===== src/logic/dfcc_pkg.sv =====
package dfcc_pkg;

    // ------------------------------------------------------------
    // Register map (byte addresses, low eight address bits decoded)
    // ------------------------------------------------------------
    localparam logic [7:0] DFCC_CTRL_OFS = 8'h00;
    localparam logic [7:0] DFCC_CAUSE_OFS = 8'h04;
    localparam logic [7:0] DFCC_STAT_OFS = 8'h08;
    localparam logic [7:0] DFCC_MASK_OFS = 8'h0C;

    // ------------------------------------------------------------
    // Control register fields
    // ------------------------------------------------------------
    localparam int DFCC_CTRL_W = 5;
    localparam int DFCC_CB_SUP_ON = 0;
    localparam int DFCC_CB_REP_AIS = 1;
    localparam int DFCC_CB_REP_SSF = 2;
    localparam int DFCC_CB_REP_TSF = 3;
    localparam int DFCC_CB_AIS_SEL = 4;
    localparam logic [DFCC_CTRL_W-1:0] DFCC_CTRL_RST = 5'h01;

    // ------------------------------------------------------------
    // Cause vector bit positions (cause, status and mask registers)
    // ------------------------------------------------------------
    localparam int DFCC_NCAUSE = 9;
    localparam int DFCC_C_LOS = 0;
    localparam int DFCC_C_DEG = 1;
    localparam int DFCC_C_FRM = 2;
    localparam int DFCC_C_JUS = 3;
    localparam int DFCC_C_PLM = 4;
    localparam int DFCC_C_AIS = 5;
    localparam int DFCC_C_SRV = 6;
    localparam int DFCC_C_OSF = 7;
    localparam int DFCC_C_TRL = 8;
    localparam logic [DFCC_NCAUSE-1:0] DFCC_CAUSE_RST = 9'h000;
    localparam logic [DFCC_NCAUSE-1:0] DFCC_STAT_RST = 9'h000;
    localparam logic [DFCC_NCAUSE-1:0] DFCC_MASK_RST = 9'h000;

    // ------------------------------------------------------------
    // Bus slave states
    // ------------------------------------------------------------
    typedef enum logic [1:0] {
        DFCC_ST_IDLE = 2'h1,
        DFCC_ST_WR = 2'h2
    } dfcc_state_e;

    function automatic logic dfcc_hit(input logic [7:0] a,
                                      input logic [7:0] ofs);
        return a == ofs;
    endfunction : dfcc_hit

endpackage : dfcc_pkg


===== src/logic/dfcc_cause_if.sv =====
`timescale 1ns/1ps
interface dfcc_cause_if;
    import dfcc_pkg::*;
    // Defects and incoming fail signals
    logic signal_loss_defect;
    logic trace_mismatch_defect;
    logic degraded_defect;
    logic alignment_loss_defect;
    logic justification_loss_defect;
    logic payload_mismatch_defect;
    logic alarm_indication_defect;
    logic trail_fail;
    logic server_fail;
    logic ordered_set_anomaly;
    logic code_group_fail;
    // Provisioning
    logic [DFCC_CTRL_W-1:0] ctrl;
    // Registered causes
    logic [DFCC_NCAUSE-1:0] cause;

    modport corr (
        input signal_loss_defect, trace_mismatch_defect, degraded_defect,
        input alignment_loss_defect, justification_loss_defect,
        input payload_mismatch_defect, alarm_indication_defect,
        input trail_fail, server_fail, ordered_set_anomaly,
        input code_group_fail, ctrl,
        output cause
    );
    modport top (
        output signal_loss_defect, trace_mismatch_defect, degraded_defect,
        output alignment_loss_defect, justification_loss_defect,
        output payload_mismatch_defect, alarm_indication_defect,
        output trail_fail, server_fail, ordered_set_anomaly,
        output code_group_fail, ctrl,
        input cause
    );
endinterface : dfcc_cause_if


===== src/logic/dfcc_correlator.sv =====
`timescale 1ns/1ps
module dfcc_correlator
    import dfcc_pkg::*;
(
    // Clock, reset, enable
    input logic core_clk_in,
    input logic rstn_in,
    input logic ce_in,
    // Defects, provisioning and causes
    dfcc_cause_if.corr cif
);

    logic [DFCC_NCAUSE-1:0] cause_nxt;
    logic ais_term;
    logic sup;

    // ------------------------------------------------------------
    // Cause expressions
    // ------------------------------------------------------------
    always_comb begin
        sup = cif.ctrl[DFCC_CB_SUP_ON];
        // Without own AIS detection the preceding trail fail stands in
        ais_term = cif.ctrl[DFCC_CB_AIS_SEL] ? cif.trail_fail
                                              : cif.alarm_indication_defect;
        cause_nxt = DFCC_CAUSE_RST;
        cause_nxt[DFCC_C_LOS] = sup && cif.signal_loss_defect;
        cause_nxt[DFCC_C_DEG] = sup && !cif.trace_mismatch_defect
                                && cif.degraded_defect;
        cause_nxt[DFCC_C_FRM] = cif.alignment_loss_defect && !ais_term
                                && !cif.payload_mismatch_defect && sup;
        cause_nxt[DFCC_C_JUS] = cif.justification_loss_defect && !ais_term
                                && !cif.payload_mismatch_defect && sup;
        cause_nxt[DFCC_C_PLM] = cif.payload_mismatch_defect
                                && !cif.trail_fail;
        cause_nxt[DFCC_C_AIS] = cif.alarm_indication_defect
                                && !cif.trail_fail
                                && !cif.payload_mismatch_defect
                                && cif.ctrl[DFCC_CB_REP_AIS];
        cause_nxt[DFCC_C_SRV] = sup && cif.server_fail
                                && cif.ctrl[DFCC_CB_REP_SSF];
        cause_nxt[DFCC_C_OSF] = (cif.ordered_set_anomaly
                                || cif.code_group_fail)
                                && !cif.trail_fail && sup;
        cause_nxt[DFCC_C_TRL] = sup && cif.trail_fail
                                && cif.ctrl[DFCC_CB_REP_TSF];
    end

    // ------------------------------------------------------------
    // Registered causes, no hysteresis
    // ------------------------------------------------------------
    always_ff @(posedge core_clk_in or negedge rstn_in) begin
        if (!rstn_in) begin
            cif.cause <= DFCC_CAUSE_RST;
        end else if (ce_in) begin
            cif.cause <= cause_nxt;
        end
    end

endmodule : dfcc_correlator


===== src/logic/dfcc_top.sv =====
// Contract
// - Each cause follows its expression exactly; nothing latched, held only while the clock enable is low.
// - Signal-loss cause = supervision on and signal-loss defect.
// - Degraded cause = supervision on, no trace mismatch, degraded defect.
// - Frame-loss cause = alignment loss, no AIS term, no PLM, supervision.
// - Justification cause = justification loss, no AIS term, no PLM, on.
// - Payload-mismatch cause = payload-mismatch defect and no trail fail.
// - AIS cause = AIS defect, no trail fail, no PLM, reporting enabled.
// - AIS reporting enable is software settable and resets to off.
// - Server-fail cause = supervision, server fail and its enable.
// - Server-fail reporting enable is software settable, resets off.
// - Ordered-set cause = (anomaly or code-group fail), no trail fail, on.
// - Trail-fail cause = supervision, trail fail input and its enable.
// - Without own AIS detection, trail fail replaces the AIS defect term.
// - Alignment-loss input carries frame, multiframe or pointer loss.
`timescale 1ns/1ps
module dfcc_top
    import dfcc_pkg::*;
(
    // Clock, reset, enable
    input logic core_clk_in,
    input logic rstn_in,
    input logic ce_in,
    // AHB-Lite slave
    input logic hsel_in,
    input logic [31:0] haddr_in,
    input logic [1:0] htrans_in,
    input logic hwrite_in,
    input logic [2:0] hsize_in,
    input logic [31:0] hwdata_in,
    input logic hready_in,
    output logic [31:0] hrdata_out,
    output logic hreadyout_out,
    output logic hresp_out,
    // Defect detectors
    input logic signal_loss_defect_in,
    input logic trace_mismatch_defect_in,
    input logic degraded_defect_in,
    input logic alignment_loss_defect_in,
    input logic justification_loss_defect_in,
    input logic payload_mismatch_defect_in,
    input logic alarm_indication_defect_in,
    input logic trail_fail_in,
    input logic server_fail_in,
    input logic ordered_set_anomaly_in,
    input logic code_group_fail_in,
    // Fault causes to the failure filters
    output logic signal_loss_cause_out,
    output logic degraded_cause_out,
    output logic frame_loss_cause_out,
    output logic justification_loss_cause_out,
    output logic payload_mismatch_cause_out,
    output logic alarm_indication_cause_out,
    output logic server_fail_cause_out,
    output logic ordered_set_fail_cause_out,
    output logic trail_fail_cause_out,
    // Interrupt
    output logic irq_out
);

    // ------------------------------------------------------------
    // Declarations
    // ------------------------------------------------------------
    dfcc_state_e state_r;
    logic [7:0] wr_addr_r;
    logic [DFCC_CTRL_W-1:0] ctrl_r;
    logic [DFCC_NCAUSE-1:0] stat_r;
    logic [DFCC_NCAUSE-1:0] stat_nxt;
    logic [DFCC_NCAUSE-1:0] mask_r;
    logic [DFCC_NCAUSE-1:0] cause_prev_r;
    logic [DFCC_NCAUSE-1:0] cause;
    logic [DFCC_NCAUSE-1:0] stat_clr;
    logic [31:0] rd_mux;
    logic [31:0] hrdata_r;
    logic hreadyout_r;
    logic irq_r;
    logic addr_ok;
    logic wr_go;

    dfcc_cause_if cif ();

    // ------------------------------------------------------------
    // Correlator hookup
    // ------------------------------------------------------------
    assign cif.signal_loss_defect = signal_loss_defect_in;
    assign cif.trace_mismatch_defect = trace_mismatch_defect_in;
    assign cif.degraded_defect = degraded_defect_in;
    assign cif.alignment_loss_defect = alignment_loss_defect_in;
    assign cif.justification_loss_defect = justification_loss_defect_in;
    assign cif.payload_mismatch_defect = payload_mismatch_defect_in;
    assign cif.alarm_indication_defect = alarm_indication_defect_in;
    assign cif.trail_fail = trail_fail_in;
    assign cif.server_fail = server_fail_in;
    assign cif.ordered_set_anomaly = ordered_set_anomaly_in;
    assign cif.code_group_fail = code_group_fail_in;
    assign cif.ctrl = ctrl_r;
    assign cause = cif.cause;

    dfcc_correlator u_corr (
        .core_clk_in(core_clk_in),
        .rstn_in(rstn_in),
        .ce_in(ce_in),
        .cif(cif.corr)
    );

    // ------------------------------------------------------------
    // Bus slave: reads zero wait, writes one wait state
    // ------------------------------------------------------------
    assign addr_ok = hsel_in && hready_in && htrans_in[1];
    assign wr_go = ce_in && (state_r == DFCC_ST_WR);

    always_ff @(posedge core_clk_in or negedge rstn_in) begin
        if (!rstn_in) begin
            state_r <= DFCC_ST_IDLE;
            wr_addr_r <= 8'h00;
            hreadyout_r <= 1'b1;
        end else if (ce_in) begin
            case (state_r)
                DFCC_ST_IDLE: begin
                    if (addr_ok && hwrite_in) begin
                        state_r <= DFCC_ST_WR;
                        wr_addr_r <= haddr_in[7:0];
                        hreadyout_r <= 1'b0;
                    end
                end
                DFCC_ST_WR: begin
                    state_r <= DFCC_ST_IDLE;
                    hreadyout_r <= 1'b1;
                end
                default: begin
                    state_r <= DFCC_ST_IDLE;
                    hreadyout_r <= 1'b1;
                end
            endcase
        end
    end

    // ------------------------------------------------------------
    // Read data, captured in the address phase
    // ------------------------------------------------------------
    always_comb begin
        rd_mux = 32'h0000_0000;
        if (dfcc_hit(haddr_in[7:0], DFCC_CTRL_OFS)) begin
            rd_mux[DFCC_CTRL_W-1:0] = ctrl_r;
        end else if (dfcc_hit(haddr_in[7:0], DFCC_CAUSE_OFS)) begin
            rd_mux[DFCC_NCAUSE-1:0] = cause;
        end else if (dfcc_hit(haddr_in[7:0], DFCC_STAT_OFS)) begin
            rd_mux[DFCC_NCAUSE-1:0] = stat_r;
        end else if (dfcc_hit(haddr_in[7:0], DFCC_MASK_OFS)) begin
            rd_mux[DFCC_NCAUSE-1:0] = mask_r;
        end
    end

    always_ff @(posedge core_clk_in or negedge rstn_in) begin
        if (!rstn_in) begin
            hrdata_r <= 32'h0000_0000;
        end else if (ce_in) begin
            if (state_r == DFCC_ST_IDLE && addr_ok && !hwrite_in) begin
                hrdata_r <= rd_mux;
            end
        end
    end

    // ------------------------------------------------------------
    // Provisioning: supervision and reporting enables
    // ------------------------------------------------------------
    always_ff @(posedge core_clk_in or negedge rstn_in) begin
        if (!rstn_in) begin
            ctrl_r <= DFCC_CTRL_RST;
        end else if (wr_go && dfcc_hit(wr_addr_r, DFCC_CTRL_OFS)) begin
            ctrl_r <= hwdata_in[DFCC_CTRL_W-1:0];
        end
    end

    always_ff @(posedge core_clk_in or negedge rstn_in) begin
        if (!rstn_in) begin
            mask_r <= DFCC_MASK_RST;
        end else if (wr_go && dfcc_hit(wr_addr_r, DFCC_MASK_OFS)) begin
            mask_r <= hwdata_in[DFCC_NCAUSE-1:0];
        end
    end

    // ------------------------------------------------------------
    // Sticky status: a cause rising sets, write one clears, set wins
    // ------------------------------------------------------------
    always_comb begin
        stat_clr = '0;
        if (wr_go && dfcc_hit(wr_addr_r, DFCC_STAT_OFS)) begin
            stat_clr = hwdata_in[DFCC_NCAUSE-1:0];
        end
        stat_nxt = (stat_r & ~stat_clr) | (cause & ~cause_prev_r);
    end

    always_ff @(posedge core_clk_in or negedge rstn_in) begin
        if (!rstn_in) begin
            stat_r <= DFCC_STAT_RST;
            cause_prev_r <= DFCC_CAUSE_RST;
        end else if (ce_in) begin
            stat_r <= stat_nxt;
            cause_prev_r <= cause;
        end
    end

    always_ff @(posedge core_clk_in or negedge rstn_in) begin
        if (!rstn_in) begin
            irq_r <= 1'b0;
        end else if (ce_in) begin
            irq_r <= |(stat_nxt & mask_r);
        end
    end

    // ------------------------------------------------------------
    // Outputs
    // ------------------------------------------------------------
    assign hrdata_out = hrdata_r;
    assign hreadyout_out = hreadyout_r;
    assign hresp_out = 1'b0;
    assign irq_out = irq_r;
    assign signal_loss_cause_out = cause[DFCC_C_LOS];
    assign degraded_cause_out = cause[DFCC_C_DEG];
    assign frame_loss_cause_out = cause[DFCC_C_FRM];
    assign justification_loss_cause_out = cause[DFCC_C_JUS];
    assign payload_mismatch_cause_out = cause[DFCC_C_PLM];
    assign alarm_indication_cause_out = cause[DFCC_C_AIS];
    assign server_fail_cause_out = cause[DFCC_C_SRV];
    assign ordered_set_fail_cause_out = cause[DFCC_C_OSF];
    assign trail_fail_cause_out = cause[DFCC_C_TRL];

    // ------------------------------------------------------------
    // Assertions
    // ------------------------------------------------------------
    a_signal_loss: assert property (
        @(posedge core_clk_in) disable iff (!rstn_in)
        ce_in |=> signal_loss_cause_out ==
            ($past(ctrl_r[DFCC_CB_SUP_ON]) && $past(signal_loss_defect_in)))
        else $error("signal loss cause wrong");

    a_degraded_cause: assert property (
        @(posedge core_clk_in) disable iff (!rstn_in)
        ce_in |=> degraded_cause_out ==
            ($past(ctrl_r[DFCC_CB_SUP_ON])
             && !$past(trace_mismatch_defect_in)
             && $past(degraded_defect_in)))
        else $error("degraded cause wrong");

    a_frame_loss: assert property (
        @(posedge core_clk_in) disable iff (!rstn_in)
        ce_in |=> frame_loss_cause_out ==
            ($past(alignment_loss_defect_in)
             && !($past(ctrl_r[DFCC_CB_AIS_SEL]) ? $past(trail_fail_in)
                  : $past(alarm_indication_defect_in))
             && !$past(payload_mismatch_defect_in)
             && $past(ctrl_r[DFCC_CB_SUP_ON])))
        else $error("frame loss cause wrong");

    a_ais_substitute: assert property (
        @(posedge core_clk_in) disable iff (!rstn_in)
        (ce_in && ctrl_r[DFCC_CB_AIS_SEL] && trail_fail_in)
        |=> !frame_loss_cause_out && !justification_loss_cause_out)
        else $error("trail fail did not mask alignment causes");

    a_justification: assert property (
        @(posedge core_clk_in) disable iff (!rstn_in)
        ce_in |=> justification_loss_cause_out ==
            ($past(justification_loss_defect_in)
             && !($past(ctrl_r[DFCC_CB_AIS_SEL]) ? $past(trail_fail_in)
                  : $past(alarm_indication_defect_in))
             && !$past(payload_mismatch_defect_in)
             && $past(ctrl_r[DFCC_CB_SUP_ON])))
        else $error("justification loss cause wrong");

    a_payload_mismatch: assert property (
        @(posedge core_clk_in) disable iff (!rstn_in)
        ce_in |=> payload_mismatch_cause_out ==
            ($past(payload_mismatch_defect_in) && !$past(trail_fail_in)))
        else $error("payload mismatch cause wrong");

    a_alarm_ind: assert property (
        @(posedge core_clk_in) disable iff (!rstn_in)
        ce_in |=> alarm_indication_cause_out ==
            ($past(alarm_indication_defect_in) && !$past(trail_fail_in)
             && !$past(payload_mismatch_defect_in)
             && $past(ctrl_r[DFCC_CB_REP_AIS])))
        else $error("alarm indication cause wrong");

    a_server_fail: assert property (
        @(posedge core_clk_in) disable iff (!rstn_in)
        ce_in |=> server_fail_cause_out ==
            ($past(ctrl_r[DFCC_CB_SUP_ON]) && $past(server_fail_in)
             && $past(ctrl_r[DFCC_CB_REP_SSF])))
        else $error("server fail cause wrong");

    a_ordered_set: assert property (
        @(posedge core_clk_in) disable iff (!rstn_in)
        ce_in |=> ordered_set_fail_cause_out ==
            (($past(ordered_set_anomaly_in) || $past(code_group_fail_in))
             && !$past(trail_fail_in) && $past(ctrl_r[DFCC_CB_SUP_ON])))
        else $error("ordered set cause wrong");

    a_trail_fail: assert property (
        @(posedge core_clk_in) disable iff (!rstn_in)
        ce_in |=> trail_fail_cause_out ==
            ($past(ctrl_r[DFCC_CB_SUP_ON]) && $past(trail_fail_in)
             && $past(ctrl_r[DFCC_CB_REP_TSF])))
        else $error("trail fail cause wrong");

    a_enable_by_write: assert property (
        @(posedge core_clk_in) disable iff (!rstn_in)
        !$stable(ctrl_r) |-> $past(wr_go)
            && $past(wr_addr_r) == DFCC_CTRL_OFS)
        else $error("provisioning changed without a write");

    a_cause_frozen: assert property (
        @(posedge core_clk_in) disable iff (!rstn_in)
        !ce_in |=> $stable(cause))
        else $error("causes moved while disabled");

    a_sticky_status: assert property (
        @(posedge core_clk_in) disable iff (!rstn_in)
        (ce_in && cause[DFCC_C_LOS] && !cause_prev_r[DFCC_C_LOS])
        |=> stat_r[DFCC_C_LOS])
        else $error("status did not capture rising cause");

    a_irq_level: assert property (
        @(posedge core_clk_in) disable iff (!rstn_in)
        ce_in |=> irq_out == |($past(stat_nxt) & $past(mask_r)))
        else $error("interrupt level wrong");

    a_write_wait: assert property (
        @(posedge core_clk_in) disable iff (!rstn_in)
        (ce_in && state_r == DFCC_ST_IDLE && addr_ok && hwrite_in)
        |=> !hreadyout_out ##1 (hreadyout_out || !ce_in))
        else $error("write wait state wrong");

endmodule : dfcc_top


===== config.mk =====
export PLATFORM = sky130hd
export DESIGN_NAME = dfcc_top
export DESIGN_NICKNAME = d
export VERILOG_FILES = /design/src/logic/dfcc_pkg.sv /design/src/logic/dfcc_cause_if.sv /design/src/logic/dfcc_correlator.sv /design/src/logic/dfcc_top.sv
export SDC_FILE = /design/constraint.sdc
export NUM_CORES = 1
export LEC_CHECK = 0
export BUFFER_PORTS_ARGS = -buffer_cell sky130_fd_sc_hd__buf_2
export CORE_ASPECT_RATIO = 0.75
export CORE_MARGIN = 2
export CORE_UTILIZATION = 54
export CTS_BUF_LIST = sky130_fd_sc_hd__clkbuf_4
export DETAILED_ROUTE_END_ITERATION = 8
export GPL_TIMING_DRIVEN = 0
export PLACE_DENSITY = 0.95
export SLEW_MARGIN = 20
export SYNTH_ARGS = -nofsm -noshare
export SYNTH_HDL_FRONTEND = slang
export SYNTH_SLANG_ARGS = --single-unit

===== constraint.sdc =====
create_clock -name core_clk_in -period 3.1 [get_ports core_clk_in]
set_input_delay 0.62 -clock core_clk_in [delete_from_list [all_inputs] [get_ports core_clk_in]]
set_output_delay 0.62 -clock core_clk_in [all_outputs]
set_load 0.1 [all_outputs]

* Word-level counts from Yosys, hierarchy flattened
Index checks and enable logic that the tools add are counted.
Cells by class: eq/ne operators 8, multiplexer cells 11, bitwise logic cells 6, reductions and logical operators 40
Operators with widths (count):
- $mux W9 | 4
- $eq A8 B4 Y1 const B | 4
- $logic_and A1 B1 Y1 | 28
- $and A9 B9 Y9 | 3
- $not A9 Y9 | 2
- $logic_not A8 Y1 | 2
- $or A9 B9 Y9 | 1
- $reduce_or A9 Y1 | 1
- $eq A8 B3 Y1 const B | 1
- $logic_not A1 Y1 | 5
- $mux W5 | 1
- $mux W2 | 2
- $mux W4 | 1
- $reduce_and A2 Y1 | 2
- $mux W1 | 3
- $reduce_and A3 Y1 | 1
- $eq A2 B1 Y1 const B | 1
- $eq A2 B2 Y1 const B | 1
- $ne A2 B2 Y1 const B | 1
- $logic_or A1 B1 Y1 | 1
Storage, ports and cells: bits in registers 62

* Logic depth before layout (Yosys ltp)
depth after elaboration 9, mapped depth 6

* Cells and area by module
A second synthesis with hierarchy kept.
Unflattened totals: cell total of the unflattened synthesis 270, area, all modules 3090.5 µm²
By module, submodules not included:
- dfcc_top | times used 1, cells each 233, area each 2676.3 µm²
- dfcc_correlator | times used 1, cells each 37, area each 414.1 µm²

* Worst setup path after synthesis
Ideal clock, no wire load.
kind reg-to-reg, start point register state_r[0], end point register hrdata_r[1] (netlist: hrdata_out[1]), arrival 2.146 ns, required time 3.033 ns, setup slack 0.887 ns, cell stages (with the launch flop) 6, buffers on the path 0, cell sequence dfstp_2 > nand2b_1 > or4_4 > or3_4 > a21oi_1 > a221o_2
Between the ends: longest elaborated chain between the ends 4
Ends and longest elaborated chain:
- start, declared | line dfcc_top.sv:64 | dfcc_state_e state_r;
- start signal, assigned | line dfcc_top.sv:114 | state_r <= DFCC_ST_IDLE;
- start signal, assigned | line dfcc_top.sv:121 | state_r <= DFCC_ST_WR;
- start signal, assigned | line dfcc_top.sv:127 | state_r <= DFCC_ST_IDLE;
- $eq A2 B1 Y1 | line dfcc_top.sv:158 | if (state_r == DFCC_ST_IDLE && addr_ok && !hwrite_in) begin
- $logic_and A1 B1 Y1 (2 in a row) | line dfcc_top.sv:158
- $reduce_and A2 Y1 (no source line)
- end signal, assigned | line dfcc_top.sv:159 | hrdata_r <= rd_mux;
- end, declared | line dfcc_top.sv:74 | logic [31:0] hrdata_r;
Every way passes these cells. A chain may end at the register's enable or synchronous reset.

* Final worst setup path
start point register state_r[0], end point register hrdata_r[3] (netlist: hrdata_out[3])
Same word-level chain as after synthesis.

==> metrics.md <==
| Metric | Value |
|---|---|
| RSZ-0062 raised after global routing | false |
| Largest stage delay on the critical path | 640 ps |
| Avg Inst Size Synth | 10.9 µm² |
| Global-route wire length before repair | between 10000 and 15000 µm |
| Netlist cell types | 42 |
| Final worst path period share | 0.700 |
| IO buf count | 53 |
| CP startpoint kind | flip-flop |
| Netlist Area Pre-Place | between 0.003 and 0.004 mm² |
| Drt initial violations | ~220 |
| Share of layout cells above drive strength 1 | 0.372 |
| Ys flop type | dfrtp_1 |
| Largest net degree at the start of global routing | 62 |
| Flop pwr share | 0.497 |
| Worst path arrival time | about 2500 ps |
| Die X | 91.7 µm |
| Io pins | between 100 and 150 |
| Root Driver | clkbuf_4 |
| Power share of the combinational group | 0.208 |
| Initial antenna violation count | 0 |
| GRT Util Overall | 0.247 |
| PD cells | roughly 500 mW/mm² |
| Delay-heaviest family, CP | simple AND/OR/NAND/NOR gates |
| Final setup vio count | 0 |
| Setup Crit Path Kind | reg -> reg |
| Die ar. | between 0.006 and 0.007 mm² |
| Ys async rst share | 1.00 |
| Area of the multi-input gates | 0.00137 mm² |
| Area growth, synth to finish | 18.5% |
| Switching share of total power | 0.335 |
| Rel. slew slack | 0.490 |
| Cell Rows | 23 |
| Initial Utilization | 0.570 |
| DRT Pass-1 Iters | 7 |
| Crit path max fanout | 5 |
| CTS Hold Bufs | 0 |
| Clock Latency Late Sink | between 400 and 500 ps |
| Maximum clock rate | 0.461 GHz |
| Num CTS Buffers | 9 |
| Fillers | between 400 and 500 |
| Sequential cell area | 0.00153 mm² |
| Clock power share | 0.295 |
| TNS Setup | 0 ps |
| Core Area | between 0.005 and 0.006 mm² |
| Vias per cell | ~5.6 |
| GRT overflow | 0 |
| CTS Sinks | roughly 60 |
| DP Wirelength | ~5500 µm |
| WL final | around 7600 µm |
| Slowest-stage cell, CP | nor4_2 |
| YS warnings | 0 |
| H-tree Lvls | 3 |
| Crit path required time | between 3000 and 4000 ps |
| CTS tree | done |
| CP endpoint kind | flip-flop |
| Hold WC Path Type | in -> async |
| Reg2reg setup slack | between 900 and 1000 ps |
| Status | finished clean |
| Post-CTS Resized | 0 |
| Hold_ws | roughly 250 ps |
| Worst Path Buf+Inv | 0 |
| Longest Clk Path Bufs | 2 |
| Max-Cap Viols | 0 |
| # DRC | 0 |
| EDFF count, synth | 0 |
| Vias in the first global route | around 2400 |
| Worst Skew | just over 10 ps |
| Chip height | around 70 µm |
| Pleak | roughly 1.9 nW |
| Slew Limit Fails | 0 |
| Syn Inst Count | around 290 |
| Internal power | 1.23 mW |
| Critical path, cell by cell | nand2b_1 -> or4_4 -> nor4_2 -> a221o_2 |
| Wire per inst | ~17 µm |
| Clock slew at reported path FFs | ~110 ps |
| Worst slew pin tran | 765 ps |
| Register area share after synthesis | 0.490 |
| VDD IR max | 253 µV |
| Nets@finish | 460 |
| ANT nets after route | 0 |
| Ant. Diodes | 0 |
| Period minus WS final | roughly 2200 ps |
| Via Count | roughly 2500 |
| Synthesis-stage register bit count | 61 |
| Routability congestion estimate | 0.882 |
| Net Switching | roughly 0.6 mW |
| Post-CTS Setup Bufs | 0 |
| Final Hold Viols | 0 |
## worst paths after layout
kind	start	endpoint	cells past startpoint
min in group core_clk_in	payload_mismatch_defect_in	u_corr.cif.cause[5]	2
hold / removal	rstn_in	stat_r[8]	1
setup reg to reg	state_r[0]	hrdata_out[3]	4
setup / recovery	state_r[0]	hrdata_out[3]	4
hold reg to reg	cause_prev_r[5]	stat_r[5]	1
max in group asynchronous	rstn_in	cause_prev_r[0]	1
## state kept, by name, indices dropped and copies added, names as in the netlist
name              flops
wr_addr_r             8
stat_r                9
mask_r                9
cause_prev_r          9
irq_out               1
hrdata_out            9
state_r               2
cif.ctrl              5
u_corr.cif.cause      9
## layout by cell type (no fill, tap or decap), types with 2 or more instances in the layout
cell and instances:
nand3_1 2, clkbuf_8 2, nor2b_1 13, a21oi_1 8, nor2_1 8, o21ai_0 27
a311oi_1 2, o2bb2ai_1 3, nor3_1 4, nand2b_1 3, conb_1 24, nand4_1 3
dfrtp_1 59, dfstp_2 2, clkbuf_4 10, buf_6 3, a221o_2 4, mux2i_1 2
inv_1 11, mux2_2 34, clkinv_1 3, buf_4 25, buf_2 53, o211ai_1 4
nand2_1 33, clkbuf_1 3, a22o_1 13, o22ai_1 2
## per-stage QoR
step | power [mW] | std cells | setup slack, ps | util | cell area (µm²)
global placement | 1.29 | 438 | 848 | 0.652 | 3560
global route | 1.91 | 454 | 824 | 0.676 | 3690
CTS | 1.84 | 454 | 962 | 0.676 | 3690
finish | 1.84 | 454 | 929 | 0.676 | 3690
floorplan | 1.22 | 310 | 887 | - | 3200
detailed placement | 1.31 | 438 | 717 | 0.652 | 3570
## power groups by stage
stage / clock network (mW) / logic [mW] / registers (mW)
3_5_place_dp: 0 / 0.381 / 0.928
6_report: 0.544 / 0.384 / 0.916
5_1_grt: 0.575 / 0.409 / 0.926
2_1_floorplan: 0 / 0.270 / 0.947
3_3_place_gp: 0 / 0.371 / 0.922
4_1_cts: 0.543 / 0.382 / 0.913
## cell families after synthesis
kind of cell           count (synthesis)  share of synthesized area
flip-flops                            61                      0.490
buffers and inverters                 45                     0.0971
multiplexers                          36                      0.129
AO/OA/AOI/OAI                         70                      0.160
other                                  1                    0.00120
AND/OR/NAND/NOR                       74                      0.122
## synth_stat cells (2+ instances only)
cell type | instances | share of area
a21oi_1 | 8 | 0.013
a221o_2 | 4 | 0.014
a22o_1 | 13 | 0.037
a311oi_1 | 2 | 0.0056
buf_4 | 24 | 0.058
buf_6 | 3 | 0.011
clkbuf_1 | 3 | 0.0036
clkbuf_8 | 2 | 0.0088
dfrtp_1 | 59 | 0.47
dfstp_2 | 2 | 0.017
inv_1 | 11 | 0.013
mux2_2 | 34 | 0.12
mux2i_1 | 2 | 0.0064
nand2_1 | 33 | 0.040
nand2b_1 | 3 | 0.0060
nand3_1 | 2 | 0.0032
nand4_1 | 3 | 0.0060
nor2_1 | 8 | 0.0096
nor2b_1 | 13 | 0.026
nor3_1 | 4 | 0.0064
o211ai_1 | 4 | 0.0096
o21ai_0 | 27 | 0.043
o22ai_1 | 2 | 0.0040
o2bb2ai_1 | 3 | 0.0084
## layout make-up
cell class                 instances  share of cell area
inverter                          11              0.0112
multi-input combinational        204               0.371
clock inverter                     6              0.0146
sequential                        61               0.414
tap                               75              0.0254
timing repair buffer              53              0.0725
clock buffer                      10              0.0203
buffer                            34              0.0708
## metal layers
metal  GRT usage  wire [µm]  vias to the layer above  part of all wire
met5           0          0                        -                 0
met4      0.0796        115                        0             0.015
met3      0.0685        826                       14              0.11
met2       0.387       3560                      157              0.47
met1       0.335       3090                     1200              0.41
li1            -          -                     1156                 -
No activity file was read; power rests on OpenSTA's default activity.
